**src/design/xir_pkg.sv**
```systemverilog
// Constants, register layout and carrier types for the X-bus decode and IRQ route slice.
// Assumes one 125 MHz clock, byte-wide configuration access and synchronous inputs.
// Operation
// [RULE_01] Micro enable set: decode I/O 62h/66h positively and assert micro select.
// [RULE_02] 1-Meg BIOS bit: FFF00000-FFF7FFFFh gets ROM select, output enable, LA ones.
// [RULE_03] APIC bit set: PCI memory to APIC window selects APIC, forwards to ISA.
// [RULE_04] APIC select never asserted for cycles coming from the ISA side.
// [RULE_05] APIC bit switches APIC pins between APIC use and general purpose use.
// [RULE_06] Extended BIOS bit: FFF80000-FFFDFFFFh gets ROM select, output enable, LA ones.
// [RULE_07] Lower BIOS bit: E0000-EFFFFh or FFFE0000 alias selects ROM; alias drives LA ones.
// [RULE_08] Lower BIOS bit clear: no select, no enable, no forwarding for that block.
// [RULE_09] Coprocessor bit: FPU error raises internal IRQ13 and gates ignore-error output.
// [RULE_10] Mouse bit makes IRQ12 input the mouse function, else plain IRQ12.
// [RULE_11] Alias bit: ports 63h, 65h, 67h act as port 61h.
// [RULE_12] ROM write bit: select on reads and writes; clear means reads only.
// [RULE_13] Keyboard bit: ports 60h/64h assert keyboard select and output enable.
// [RULE_14] Clock-chip bit: ports 70-77h assert select, address latch and output enable.
// [RULE_15] Any cleared X-bus enable suppresses its select and the shared output enable.
// [RULE_16] Route bit 7 low enables routing; codes pick IRQ3-7, 9-12, 14, 15.
// [RULE_17] Lines may share one IRQ; a routed IRQ has its own input masked.
// [RULE_18] Software programs the routed IRQ as level sensitive in edge/level control.
// [RULE_19] Serial IRQ runs only with its enable and general config bit 16 both set.
// [RULE_20] Serial mode bit: set is continuous mode, clear is quiet mode.
// [RULE_21] Frame size field is read/write, resets to 0100b, only that value is used.
// [RULE_22] Start pulse lasts 4, 6 or 8 clocks for width codes 00, 01, 10.
// [RULE_23] Width code 11 is reserved; the device falls back to a 4-clock pulse.
package xir_pkg;
   localparam logic [7:0]  OFF_XBCTL_LO   = 8'h4E;
   localparam logic [7:0]  OFF_XBCTL_HI   = 8'h4F;
   localparam logic [7:0]  OFF_ROUTE_A    = 8'h60;
   localparam logic [7:0]  OFF_ROUTE_D    = 8'h63;
   localparam logic [7:0]  OFF_SERCTL     = 8'h64;
   localparam logic [15:0] RST_XBCTL      = 16'h0003;
   localparam logic [15:0] MASK_XBCTL     = 16'h07FF;
   localparam logic [7:0]  RST_ROUTE      = 8'h80;
   localparam logic [7:0]  MASK_ROUTE     = 8'h8F;
   localparam logic [7:0]  RST_SERCTL     = 8'h10;
   // Control bit positions
   localparam int XB_RTC = 0, XB_KBC = 1, XB_ROMWE = 2, XB_ALIAS61 = 3, XB_MOUSE = 4;
   localparam int XB_FPU = 5, XB_LOWBIOS = 6, XB_EXTBIOS = 7, XB_APIC = 8;
   localparam int XB_BIOS1M = 9, XB_MICRO = 10;
   localparam int RT_DIS = 7;
   localparam int SQ_EN = 7, SQ_MODE = 6;
   // I/O addresses
   localparam logic [15:0] IO_KBC_DATA    = 16'h0060;
   localparam logic [15:0] IO_KBC_CMD     = 16'h0064;
   localparam logic [15:0] IO_MICRO_A     = 16'h0062;
   localparam logic [15:0] IO_MICRO_B     = 16'h0066;
   localparam logic [15:0] IO_PORT61      = 16'h0061;
   localparam logic [15:0] IO_PORT63      = 16'h0063;
   localparam logic [15:0] IO_PORT65      = 16'h0065;
   localparam logic [15:0] IO_PORT67      = 16'h0067;
   localparam logic [12:0] IO_RTC_BLOCK   = 13'h000E;
   // Memory windows
   localparam logic [31:0] MEM_1M_LO      = 32'hFFF00000;
   localparam logic [31:0] MEM_1M_HI      = 32'hFFF7FFFF;
   localparam logic [31:0] MEM_EXT_LO     = 32'hFFF80000;
   localparam logic [31:0] MEM_EXT_HI     = 32'hFFFDFFFF;
   localparam logic [15:0] MEM_LOWHI_SEG  = 16'hFFFE;
   localparam logic [15:0] MEM_LOW_SEG    = 16'h000E;
   localparam logic [31:0] MEM_APIC_A     = 32'hFEC00000;
   localparam logic [31:0] MEM_APIC_B     = 32'hFEC00010;
   // IRQs reachable by a route code
   localparam logic [15:0] IRQ_ROUTABLE   = 16'hDEF8;
   // Start pulse lengths in clocks
   localparam logic [3:0]  PULSE_CODE00   = 4'h4;
   localparam logic [3:0]  PULSE_CODE01   = 4'h6;
   localparam logic [3:0]  PULSE_CODE10   = 4'h8;

   typedef struct packed {
      logic        valid;
      logic        isa;
      logic        mem;
      logic        write;
      logic [31:0] addr;
   } xir_cyc_s;

   typedef struct packed {
      logic microcontrollerSelectN;
      logic firmwareRomSelectN;
      logic xbusOutputEnableN;
      logic ioapicSelectN;
      logic keyboardCtrlSelectN;
      logic clockChipSelectN;
      logic clockChipAddrLatch;
      logic laHighOnes;
      logic forwardIsa;
      logic positiveDecode;
      logic port61Hit;
   } xir_sel_s;
endpackage

```
**src/design/xir_start_pulse.sv**
```systemverilog
// Start-frame pulse driver for the serial interrupt line.
// Assumes the line is open drain and pulled high outside this block.
`timescale 1ns/100ps
module xir_start_pulse (
   input  wire logic       clk_sys,
   input  wire logic       rst,
   input  wire logic       start,
   input  wire logic [1:0] widthCode,
   output logic            lineOut,
   output logic            lineOe,
   output logic            busy
);
   import xir_pkg::*;

   typedef enum logic [1:0] {
      SP_IDLE  = 2'b01,
      SP_DRIVE = 2'b10
   } xir_sp_e;

   xir_sp_e    stateReg;
   logic [3:0] cntReg;
   logic [3:0] pulseLen;

   // Width code to length; reserved code falls back to four
   assign pulseLen = (widthCode == 2'h1) ? PULSE_CODE01 :            // [RULE_22]
                     (widthCode == 2'h2) ? PULSE_CODE10 : PULSE_CODE00; // [RULE_23]
   assign busy     = lineOe;

   always_ff @(posedge clk_sys) begin
      if (rst) begin
         stateReg <= SP_IDLE;
         cntReg   <= 4'h0;
         lineOe   <= 1'b0;
         lineOut  <= 1'b1;
      end else begin
         unique case (stateReg)
            SP_IDLE: begin
               if (start) begin
                  stateReg <= SP_DRIVE;
                  cntReg   <= pulseLen - 4'h1; // [RULE_22]
                  lineOe   <= 1'b1;
                  lineOut  <= 1'b0;
               end
            end
            SP_DRIVE: begin
               if (cntReg == 4'h0) begin
                  stateReg <= SP_IDLE;
                  lineOe   <= 1'b0;
                  lineOut  <= 1'b1;
               end else begin
                  cntReg <= cntReg - 4'h1;
               end
            end
            default: stateReg <= SP_IDLE;
         endcase
      end
   end
endmodule // xir_start_pulse

```
**src/design/xir_bridge_cfg.sv**
```systemverilog
// X-bus chip-select decode, PCI interrupt routing and serial IRQ control.
// Assumes configuration byte accesses and decoded cycles arrive synchronous to clk_sys.
`timescale 1ns/100ps
module xir_bridge_cfg (
   input  wire logic             clk_sys,
   input  wire logic             rst,
   input  wire logic             cfgWrite,
   input  wire logic             cfgRead,
   input  wire logic [7:0]       cfgAddr,
   input  wire logic [7:0]       cfgWdata,
   output logic      [7:0]       cfgRdata,
   output logic                  cfgRdValid,
   input  wire xir_pkg::xir_cyc_s cyc,
   output xir_pkg::xir_sel_s     sel,
   output logic                  apicPinMode,
   input  wire logic             fpuErrorN,
   input  wire logic             ignNeRequest,
   output logic                  ignoreNumericErrorN,
   input  wire logic [3:0]       pciIntLinesN,
   input  wire logic [15:0]      isaIrqIn,
   output logic      [15:0]      irqToCtrl,
   output logic                  mouseIrq,
   input  wire logic             gcfgSerialIrqEn,
   input  wire logic             serialStartReq,
   input  wire logic             serialIrqLineIn,
   output logic                  serialIrqLineOut,
   output logic                  serialIrqLineOe,
   output logic                  serialIrqActive,
   output logic                  serialIrqContinuous
);
   import xir_pkg::*;

   logic [15:0]      xbusCtlReg;
   logic [3:0][7:0]  routeReg;
   logic [7:0]       serCtlReg;

   // Configuration write decode
   wire wrXbLo  = cfgWrite && (cfgAddr == OFF_XBCTL_LO);
   wire wrXbHi  = cfgWrite && (cfgAddr == OFF_XBCTL_HI);
   wire wrSer   = cfgWrite && (cfgAddr == OFF_SERCTL);
   wire isRoute = (cfgAddr >= OFF_ROUTE_A) && (cfgAddr <= OFF_ROUTE_D);
   wire [1:0] routeIdx = cfgAddr[1:0];

   always_ff @(posedge clk_sys) begin
      if (rst) begin
         xbusCtlReg <= RST_XBCTL;
         serCtlReg  <= RST_SERCTL; // [RULE_21]
      end else begin
         if (wrXbLo) xbusCtlReg[7:0]  <= cfgWdata & MASK_XBCTL[7:0];
         if (wrXbHi) xbusCtlReg[15:8] <= cfgWdata & MASK_XBCTL[15:8];
         if (wrSer)  serCtlReg        <= cfgWdata; // [RULE_21]
      end
   end

   genvar j, k;
   generate
      for (j = 0; j < 4; j++) begin : g_route
         always_ff @(posedge clk_sys) begin
            if (rst) begin
               routeReg[j] <= RST_ROUTE;
            end else if (cfgWrite && isRoute && (routeIdx == 2'(j))) begin
               routeReg[j] <= cfgWdata & MASK_ROUTE;
            end
         end
      end
   endgenerate

   // Configuration read
   wire [7:0] rdMux = (cfgAddr == OFF_XBCTL_LO) ? xbusCtlReg[7:0]  :
                      (cfgAddr == OFF_XBCTL_HI) ? xbusCtlReg[15:8] :
                      isRoute                   ? routeReg[routeIdx] :
                      (cfgAddr == OFF_SERCTL)   ? serCtlReg : 8'h00;

   always_ff @(posedge clk_sys) begin
      if (rst) begin
         cfgRdata   <= 8'h00;
         cfgRdValid <= 1'b0;
      end else begin
         cfgRdValid <= cfgRead;
         if (cfgRead) cfgRdata <= rdMux;
      end
   end

   // Cycle decode
   wire [15:0] ioA   = cyc.addr[15:0];
   wire        ioCyc = cyc.valid && !cyc.mem;
   wire        pciMem = cyc.valid && cyc.mem && !cyc.isa;
   wire        enMicro = xbusCtlReg[XB_MICRO];
   wire        enKbc   = xbusCtlReg[XB_KBC];
   wire        enRtc   = xbusCtlReg[XB_RTC];
   wire        enApic  = xbusCtlReg[XB_APIC];
   wire        romWrOk = xbusCtlReg[XB_ROMWE];

   wire microHit = ioCyc && enMicro && ((ioA == IO_MICRO_A) || (ioA == IO_MICRO_B)); // [RULE_01]
   wire kbcHit   = ioCyc && enKbc && ((ioA == IO_KBC_DATA) || (ioA == IO_KBC_CMD)); // [RULE_13]
   wire rtcHit   = ioCyc && enRtc && (ioA[15:3] == IO_RTC_BLOCK);                  // [RULE_14]
   wire aliasHit = (ioA == IO_PORT63) || (ioA == IO_PORT65) || (ioA == IO_PORT67);
   wire p61Hit   = ioCyc && ((ioA == IO_PORT61) ||
                             (xbusCtlReg[XB_ALIAS61] && aliasHit));                 // [RULE_11]

   wire in1M   = (cyc.addr >= MEM_1M_LO) && (cyc.addr <= MEM_1M_HI);
   wire inExt  = (cyc.addr >= MEM_EXT_LO) && (cyc.addr <= MEM_EXT_HI);
   wire inLoHi = (cyc.addr[31:16] == MEM_LOWHI_SEG);
   wire inLo   = (cyc.addr[31:16] == MEM_LOW_SEG);
   wire bios1mHit = pciMem && xbusCtlReg[XB_BIOS1M] && in1M;                       // [RULE_02]
   wire extHit    = pciMem && xbusCtlReg[XB_EXTBIOS] && inExt;                     // [RULE_06]
   wire loHiHit   = pciMem && xbusCtlReg[XB_LOWBIOS] && inLoHi;                    // [RULE_07]
   wire loHit     = cyc.valid && cyc.mem && xbusCtlReg[XB_LOWBIOS] && inLo;        // [RULE_08]
   wire romRange  = bios1mHit || extHit || loHiHit || loHit;
   wire romHit    = romRange && (!cyc.write || romWrOk);                           // [RULE_12]
   wire highAlias = bios1mHit || extHit || loHiHit;
   wire apicHit   = pciMem && enApic &&
                    ((cyc.addr[31:4] == MEM_APIC_A[31:4]) ||
                     (cyc.addr[31:4] == MEM_APIC_B[31:4]));                         // [RULE_03] [RULE_04]

   // Shared output enable only for enabled devices
   wire xoeHit = microHit || kbcHit || rtcHit || romHit || apicHit;                // [RULE_15]

   xir_sel_s selNext;
   assign selNext.microcontrollerSelectN = !microHit;
   assign selNext.firmwareRomSelectN     = !romHit;
   assign selNext.xbusOutputEnableN      = !xoeHit;
   assign selNext.ioapicSelectN          = !apicHit;
   assign selNext.keyboardCtrlSelectN    = !kbcHit;
   assign selNext.clockChipSelectN       = !rtcHit;
   assign selNext.clockChipAddrLatch     = rtcHit;
   assign selNext.laHighOnes             = highAlias;                              // [RULE_02]
   assign selNext.forwardIsa             = highAlias || (loHit && !cyc.isa) || apicHit;
   assign selNext.positiveDecode         = microHit && !cyc.isa;                   // [RULE_01]
   assign selNext.port61Hit              = p61Hit;

   // Interrupt routing
   logic [15:0][3:0] routeSel;
   logic [15:0]      routedAny;
   logic [15:0]      routedLvl;
   logic [15:0]      irqNext;

   generate
      for (k = 0; k < 16; k++) begin : g_irq
         for (j = 0; j < 4; j++) begin : g_line
            assign routeSel[k][j] = !routeReg[j][RT_DIS] && IRQ_ROUTABLE[k] &&
                                    (routeReg[j][3:0] == 4'(k));                   // [RULE_16]
         end
         assign routedAny[k] = |routeSel[k];
         assign routedLvl[k] = |(routeSel[k] & ~pciIntLinesN);
         // Own input masked once any line is routed here
         assign irqNext[k] = routedAny[k] ? routedLvl[k] : isaIrqIn[k];           // [RULE_17]
      end
   endgenerate

   wire fpuIrq    = xbusCtlReg[XB_FPU] && !fpuErrorN;                             // [RULE_09]
   wire mouseMode = xbusCtlReg[XB_MOUSE];
   wire [15:0] irqFinal = {irqNext[15:14],
                           irqNext[13] || fpuIrq,
                           irqNext[12] && !(mouseMode && !routedAny[12]),
                           irqNext[11:0]};                                         // [RULE_10]

   // Serial IRQ control
   wire serActive = serCtlReg[SQ_EN] && gcfgSerialIrqEn;                          // [RULE_19]
   wire pulseBusy;
   wire pulseStart = serActive && serialStartReq && serialIrqLineIn && !pulseBusy;

   xir_start_pulse u_start_pulse (
      .clk_sys   (clk_sys),
      .rst       (rst),
      .start     (pulseStart),
      .widthCode (serCtlReg[1:0]),
      .lineOut   (serialIrqLineOut),
      .lineOe    (serialIrqLineOe),
      .busy      (pulseBusy)
   );

   always_ff @(posedge clk_sys) begin
      if (rst) begin
         sel                 <= '1;
         sel.clockChipAddrLatch <= 1'b0;
         sel.laHighOnes      <= 1'b0;
         sel.forwardIsa      <= 1'b0;
         sel.positiveDecode  <= 1'b0;
         sel.port61Hit       <= 1'b0;
         apicPinMode         <= 1'b0;
         ignoreNumericErrorN <= 1'b1;
         irqToCtrl           <= 16'h0000;
         mouseIrq            <= 1'b0;
         serialIrqActive     <= 1'b0;
         serialIrqContinuous <= 1'b0;
      end else begin
         sel                 <= selNext;
         apicPinMode         <= enApic;                                            // [RULE_05]
         ignoreNumericErrorN <= !(fpuIrq && ignNeRequest);                         // [RULE_09]
         irqToCtrl           <= irqFinal;
         mouseIrq            <= mouseMode && !routedAny[12] && isaIrqIn[12];       // [RULE_10]
         serialIrqActive     <= serActive;                                         // [RULE_19]
         serialIrqContinuous <= serCtlReg[SQ_MODE];                                // [RULE_20]
      end
   end

   // Checks
   micro_select_a: assert property (@(posedge clk_sys) disable iff (rst)
      ioCyc && ((ioA == IO_MICRO_A) || (ioA == IO_MICRO_B))
      |=> (sel.microcontrollerSelectN == !$past(enMicro))) // [RULE_01]
      else $error("micro select disagrees with enable");

   bios_1meg_a: assert property (@(posedge clk_sys) disable iff (rst)
      pciMem && in1M && !cyc.write && xbusCtlReg[XB_BIOS1M]
      |=> !sel.firmwareRomSelectN && !sel.xbusOutputEnableN && sel.laHighOnes) // [RULE_02]
      else $error("1-Meg BIOS access not selected");

   apic_isa_a: assert property (@(posedge clk_sys) disable iff (rst)
      cyc.valid && cyc.isa |=> sel.ioapicSelectN) // [RULE_04]
      else $error("APIC select on ISA cycle");

   apic_window_a: assert property (@(posedge clk_sys) disable iff (rst)
      pciMem && (cyc.addr == MEM_APIC_A) |=> (sel.ioapicSelectN != $past(enApic))
      && (sel.forwardIsa == $past(enApic))) // [RULE_03]
      else $error("APIC window select wrong");

   apic_mode_a: assert property (@(posedge clk_sys) disable iff (rst)
      $changed(xbusCtlReg[XB_APIC]) |=> (apicPinMode == $past(xbusCtlReg[XB_APIC]))) // [RULE_05]
      else $error("APIC pin mode lags");

   lower_bios_a: assert property (@(posedge clk_sys) disable iff (rst)
      cyc.valid && cyc.mem && (inLo || inLoHi) && !xbusCtlReg[XB_LOWBIOS]
      |=> sel.firmwareRomSelectN && !sel.forwardIsa) // [RULE_08]
      else $error("lower BIOS decoded while disabled");

   rom_write_a: assert property (@(posedge clk_sys) disable iff (rst)
      cyc.valid && cyc.write && !romWrOk |=> sel.firmwareRomSelectN) // [RULE_12]
      else $error("ROM select on protected write");

   rtc_select_a: assert property (@(posedge clk_sys) disable iff (rst)
      ioCyc && (ioA == 16'h0077) |=> (sel.clockChipAddrLatch == $past(enRtc))
      && (sel.xbusOutputEnableN == !$past(enRtc))) // [RULE_14] [RULE_15]
      else $error("clock chip select wrong");

   kbc_select_a: assert property (@(posedge clk_sys) disable iff (rst)
      ioCyc && (ioA == IO_KBC_CMD) |=> (sel.keyboardCtrlSelectN == !$past(enKbc))) // [RULE_13]
      else $error("keyboard select wrong");

   route_mask_a: assert property (@(posedge clk_sys) disable iff (rst)
      routedAny[5] && (routedLvl[5] == 1'b0) |=> !irqToCtrl[5]) // [RULE_17]
      else $error("routed IRQ input not masked");

   pulse_width_a: assert property (@(posedge clk_sys) disable iff (rst)
      $rose(serialIrqLineOe) && (serCtlReg[1:0] == 2'h1)
      |-> serialIrqLineOe [*6] ##1 !serialIrqLineOe) // [RULE_22]
      else $error("start pulse not six clocks");

   ser_gate_a: assert property (@(posedge clk_sys) disable iff (rst)
      !gcfgSerialIrqEn |=> !serialIrqActive) // [RULE_19]
      else $error("serial IRQ active without general enable");

   pulse_c: cover property (@(posedge clk_sys) disable iff (rst) $rose(serialIrqLineOe));
   rom_c:   cover property (@(posedge clk_sys) disable iff (rst) !sel.firmwareRomSelectN);
   route_c: cover property (@(posedge clk_sys) disable iff (rst) routedAny[11] && routedLvl[11]);
endmodule // xir_bridge_cfg

```
**config.mk**
```make
export PLATFORM = sky130hd
export DESIGN_NAME = xir_bridge_cfg
export DESIGN_NICKNAME = d
export VERILOG_FILES = /design/src/design/xir_pkg.sv /design/src/design/xir_start_pulse.sv /design/src/design/xir_bridge_cfg.sv
export SDC_FILE = /design/constraint.sdc
export NUM_CORES = 1
export LEC_CHECK = 0
export BUFFER_PORTS_ARGS = -buffer_cell sky130_fd_sc_hd__buf_2
export CELL_PAD_IN_SITES_DETAIL_PLACEMENT = 1
export CELL_PAD_IN_SITES_GLOBAL_PLACEMENT = 1
export CORE_MARGIN = 2
export CORE_UTILIZATION = 34
export CTS_CLUSTER_SIZE = 28
export DETAILED_ROUTE_END_ITERATION = 6
export HOLD_SLACK_MARGIN = 0.08
export PLACE_DENSITY = 0.85
export SYNTH_ARGS = -nofsm -noshare
export SYNTH_HDL_FRONTEND = slang
export SYNTH_SLANG_ARGS = --single-unit
```
**constraint.sdc**
```tcl
create_clock -name clk_sys -period 1.7 [get_ports clk_sys]
set_input_delay 0.085 -clock clk_sys [delete_from_list [all_inputs] [get_ports clk_sys]]
set_output_delay 0.085 -clock clk_sys [all_outputs]
set_load 0.005 [all_outputs]
```
== Word level (Yosys, flattened, before mapping) ==
Cells that the tools add are included.
Widths: inputs -> output; s select.
Storage, ports and cells
  output and inout port bits: 43
  bits in latches: 0
  input bits: 81
  memory bits (read-only): 0
  bits in writable memories: 0
  flip-flop bits (word level): 88
  word-level logic and storage cells: 303
  memories kept: 0
Operators by class
  div/mod/pow operators: 0
  multiplexer cells: 31
  eq/ne operators: 70
  shift-type cells: 0
  magnitude comparators: 7
  reductions and logical operators: 151
  add/sub/neg operators: 2
  $mul: 0
  bitwise gates (word level): 12
Operator list (number)
  $eq 16x7->1 const B: 8
  $eq 4x4->1 const B: 24
  $logic_and 1x1->1: 88
  $reduce_or 4->1: 22
  $eq 4x3->1 const B: 16
  $ge 32x32->1 const B: 2
  $le 32x32->1 const B: 2
  $eq 28x28->1 const B: 2
  $and 4x4->4: 11
  $mux 8: 5
  $eq 8x7->1 const B: 3
  $logic_not 1->1: 18
  $logic_or 1x1->1: 17
  $bmux 8 s2: 1
  $eq 16x16->1 const B: 1
  $eq 16x4->1 const B: 1
  $eq 4x2->1 const B: 4
  $mux 4: 4
  $mux 1: 15
  $eq 13x4->1 const B: 1
  $eq 2x2->1 const B: 4
  $ge 8x7->1 const B: 1
  $le 8x7->1 const B: 1
  $pmux 4 s2: 1
  other kinds (14): 21

== Logic depth before layout (Yosys ltp) ==
  depth after elaboration: 11
  mapped depth: 8

== Cells and area by module ==
A second synthesis with hierarchy kept.
Unflattened totals
  cells, all modules: 498
  area total of the unflattened synthesis: 4364.2 µm²
By module, submodules not included
  xir_bridge_cfg: cells each 457, seq. area each 1601.5 µm², instances 1, area each 3985.1 µm²
  xir_start_pulse: cells each 41, seq. area each 160.2 µm², instances 1, area each 379.1 µm²

== Least setup slack after synthesis ==
OpenSTA, ideal clock, no wires.
  path type: input-to-reg
  start point: input cfgAddr[7]
  end point: register routeReg[23] (netlist name)
  required time: 1.580 ns
  stages: 5
  path buffers: 1
  setup slack: -0.120 ns
  arrival: 1.699 ns
  path through: or3b_1 buf_6 nor4b_4 nand4b_2 a211o_2
On the way
  cells in the longest elaborated chain, start to end: 4
Ends and longest elaborated chain
  start: declaration: RTL line xir_bridge_cfg.sv:9  | input wire logic [7:0] cfgAddr,
  $ge 8x7->1 / $le 8x7->1 (equally long branches): RTL line xir_bridge_cfg.sv:41  | wire isRoute = (cfgAddr >= OFF_ROUTE_A) && (cfgAddr <= OFF_ROUTE_D);
  $logic_and 1x1->1 *: RTL line xir_bridge_cfg.sv:41
  $logic_and 1x1->1 * (2 in a row): RTL line xir_bridge_cfg.sv:61  | end else if (cfgWrite && isRoute && (routeIdx == 2'(j))) begin
  end signal: indexed assignment: RTL line xir_bridge_cfg.sv:62  | routeReg[j] <= cfgWdata & MASK_ROUTE;
  end: declaration: RTL line xir_bridge_cfg.sv:34  | logic [3:0][7:0] routeReg;
Every way passes the cells marked *; elsewhere a longest branch is shown, timed or not.
A chain may end at the register's enable or synchronous reset.

== Worst setup path after layout ==
  start point: register routeReg[11] (netlist name)
  end point: register irqToCtrl[4]
On the way
  cells in the longest elaborated chain, start to end: 5
Ends and longest elaborated chain
  $eq 4x3->1 *: RTL line xir_bridge_cfg.sv:142  | (routeReg[j][3:0] == 4'(k));
  $logic_and 1x1->1 *: RTL line xir_bridge_cfg.sv:141  | assign routeSel[k][j] = !routeReg[j][RT_DIS] && IRQ_ROUTABLE[k] &&
  $and 4x4->4: RTL line xir_bridge_cfg.sv:145  | assign routedLvl[k] = |(routeSel[k] & ~pciIntLinesN);
  $reduce_or 4->1: RTL line xir_bridge_cfg.sv:145
  $mux 1 *: RTL line xir_bridge_cfg.sv:147  | assign irqNext[k] = routedAny[k] ? routedLvl[k] : isaIrqIn[k];
  end signal: assignment: RTL line xir_bridge_cfg.sv:191  | irqToCtrl <= irqFinal;
  end: declaration: RTL line xir_bridge_cfg.sv:21  | output logic [15:0] irqToCtrl,
Marked as above.

==> summary.md <==
| Metric | Value |
|---|---|
| Vias per cell | `between 5 and 6` |
| Core Rows | `41` |
| Drt drc | `0` |
| Outcome | `complete, no violations` |
| Delay-heaviest family, CP | `simple AND/OR/NAND/NOR gates` |
| Die height | `about 120 um` |
| Worst vdd ir | `~0.0007 V` |
| Distinct cell type count after synthesis | `57` |
| Total GRT Usage | `roughly 25%` |
| Lkg Pwr | `roughly 2.5 nW` |
| CTS sink count | `88` |
| Vias in the first global route | `between 5k and 6k` |
| Post-Syn Instances | `505` |
| Worst-Skew Late Latency | `roughly 360 ps` |
| Yosys Warn Count | `0` |
| Seq/Total Area, Yosys | `about two fifths` |
| Total die area | `13590 sq um` |
| Max Freq | `approximately 600 MHz` |
| Post-DP HPWL | `11.46 mm` |
| Total routed wirelength | `roughly 16 mm` |
| Clock Skew | `12.41 ps` |
| Initial antenna violation count | `0` |
| EDFF count, synth | `0` |
| 1st-iter DRT viols | `between 300 and 400` |
| Worst-path clk slew | `around 80 ps` |
| Crit-path max cell delay | `approximately 610 ps` |
| Worst endpoint required time | `1920 ps` |
| Setup TNS | `0 ps` |
| Finish-stage setup viols | `0` |
| Hold Vio Cnt, Final | `0` |
| Slowest cell on the critical path | `or3b_2` |
| Worst slew pin tran | `a little under 500 ps` |
| Commonest non-fill, non-tap cell in the layout | `buf_2` |
| Area grow syn2layout | `40.52%` |
| Final ANT Viol Nets | `0` |
| Seq cells post-synth | `88` |
| Cts bufs inserted | `9` |
| Clock buffer depth | `2` |
| CP arrival | `roughly 1900 ps` |
| Slew Viols, Final | `0` |
| Hold slack | `around 90 ps` |
| H-tree levels | `3` |
| CP Launch Type | `flop` |
| Crit Path Max Fanout | `8` |
| Crit path cell chain | `or3b_2, o311ai_1, a31oi_1` |
| Starting Density | `between 30 and 40%` |
| Hold Path Class | `in2reg` |
| Routability cong. | `between 0.9 and 1` |
| Commonest non-fill, non-tap cells in the layout | `buf_2 (123), dfxtp_1 (86), nor2_1 (58), buf_4 (43), a21oi_1 (35)` |
| Crit path buffers/inverters | `0` |
| Via count | `roughly 4.8k` |
| Share of cells above drive strength 1 | `roughly 31%` |
| Crit path kind | `reg2reg` |
| Synth area leader | `dfxtp_1` |
| Post-layout min period | `approximately 1700 ps` |
| Main flop type after synthesis | `dfxtp_1` |
| Antenna diode count | `0` |
| Fill count | `1526` |
| Top cell type's share of synthesized area | `between 40% and 50%` |
| Port bufs | `about 120` |
| Syn Std Cell Area | `between 4000 and 5000 sq um` |
| Power Density | `738.6 nW/um^2` |
| Routed wire length per instance | `around 19 um` |
| Core ar. | `roughly 13000 sq um` |
| Largest net degree at the start of global routing | `64` |
| GRT overflow | `0` |
| Root Driver | `clkbuf_16` |
| Crit end category | `flop` |
| Top cells by area, synth | `dfxtp_1 (41%), nor2_1 (5.1%), mux2i_1 (4.9%)` |
| Syn Area/Cell | `8.530 sq um` |
| CTS tree | `built` |
| Fin crit share | `a little over nine tenths` |
| First-pass GRT wire length | `26.13 mm` |
| Die W | `roughly 120 um` |
| Ys async rst share | `0%` |
| Drt pass-1 iters | `4` |
| Final nets | `769` |
| Worst slew margin | `around 67%` |
| Max-cap violations | `0` |
| Syn Nets | `between 500 and 600` |
| I/O Pins | `roughly 120` |
[tightest hold or removal path: stages]
cell and delay [ps]:
buf_2 100, o21ba_2 150, a21oi_1 60
[layer usage]
layer	track usage, %	routed length, um	vias to the layer above	share of wire, %
met2	45.47	8459	180	52
met1	27.04	6347	2317	39
met4	11.14	522	0	3.2
met3	6.279	897	44	5.5
li1	-	-	2231	-
met5	0	0	-	0
[sequential cells by signal (all words and copies together) (netlist names), 2 cells and up]
signal and flops:
cfgRdata 8, irqToCtrl 16, routeReg 20, sel 11, serCtlReg 8, u_start_pulse.cntReg 4
u_start_pulse.stateReg 2, xbusCtlReg 11
[cell usage after synthesis, types with 7 or more instances]
library cell / number
dfxtp_1: 88
nand2b_1: 13
a22oi_1: 11
nand4_1: 8
clkbuf_1: 26
nor2_1: 58
a211oi_1: 7
a21oi_1: 37
nor3b_1: 7
nor4_1: 14
nor3_1: 26
mux2i_1: 21
nand2_1: 34
nand3_1: 32
nor2b_1: 15
a31oi_1: 14
inv_1: 9
nand3b_1: 8
[logic make-up (layout without fill, tap and decap cells)]
family	after synthesis	in the layout	share of synthesized area, %
AND/OR/NAND/NOR	243	243	31.05
flip-flops	88	88	40.89
adder cells (fa/ha/maj)	1	1	0.2904
buffers and inverters	40	227	3.718
multiplexers	28	28	8.016
AO/OA/AOI/OAI	105	105	16.03
[final cells by class]
class | count | area (sq um) | share of cell area [%]
inverters | 9 | 33.78 | 0.5581
well taps | 172 | 215.2 | 3.555
clock inverters | 7 | 75.07 | 1.240
clock buffers | 9 | 225.2 | 3.721
flip-flops and latches | 88 | 1764 | 29.14
multi-input cells | 377 | 2420 | 39.98
repair buffers | 202 | 1320 | 21.81
[final timing paths]
check,from,to,cells past startpoint,slack (ps)
max,routeReg[11],irqToCtrl[4],3,30
min,cyc[34],sel[2],3,90
max reg2reg,routeReg[11],irqToCtrl[4],3,30
min reg2reg,xbusCtlReg[2],xbusCtlReg[2],2,460
[report_power, final]
| group | switching [W] | internal [W] | total [W] |
|---|---|---|---|
| Clock | 0.000938 | 0.00103 | 0.00197 |
| Sequential | 0.0000122 | 0.00209 | 0.00210 |
| Combinational | 0.000204 | 0.000194 | 0.000398 |
| Total | 0.00115 | 0.00332 | 0.00447 |
[what timing repair did]
item,CTS,global route
hold endpoints to repair,37,0
gates resized for setup,3,9
setup endpoints to repair,2,6
pin swaps,1,4
buffers inserted,0,2
hold buffers,33,0
[through the flow]
step,cells,power (W),cell area [sq um],setup slack [ps],utilization [%]
6_report,864,0.004471,6053,26.76,48.36
5_1_grt,864,0.004644,6053,-11.47,48.36
3_5_place_dp,813,0.002483,5368,-144.0,42.88
4_1_cts,862,0.004508,6003,0.3884,47.96
3_3_place_gp,813,0.002469,5368,-53.85,42.88
2_1_floorplan,505,0.002277,4308,-118.2,-
No activity file was read; power rests on OpenSTA's default activity.
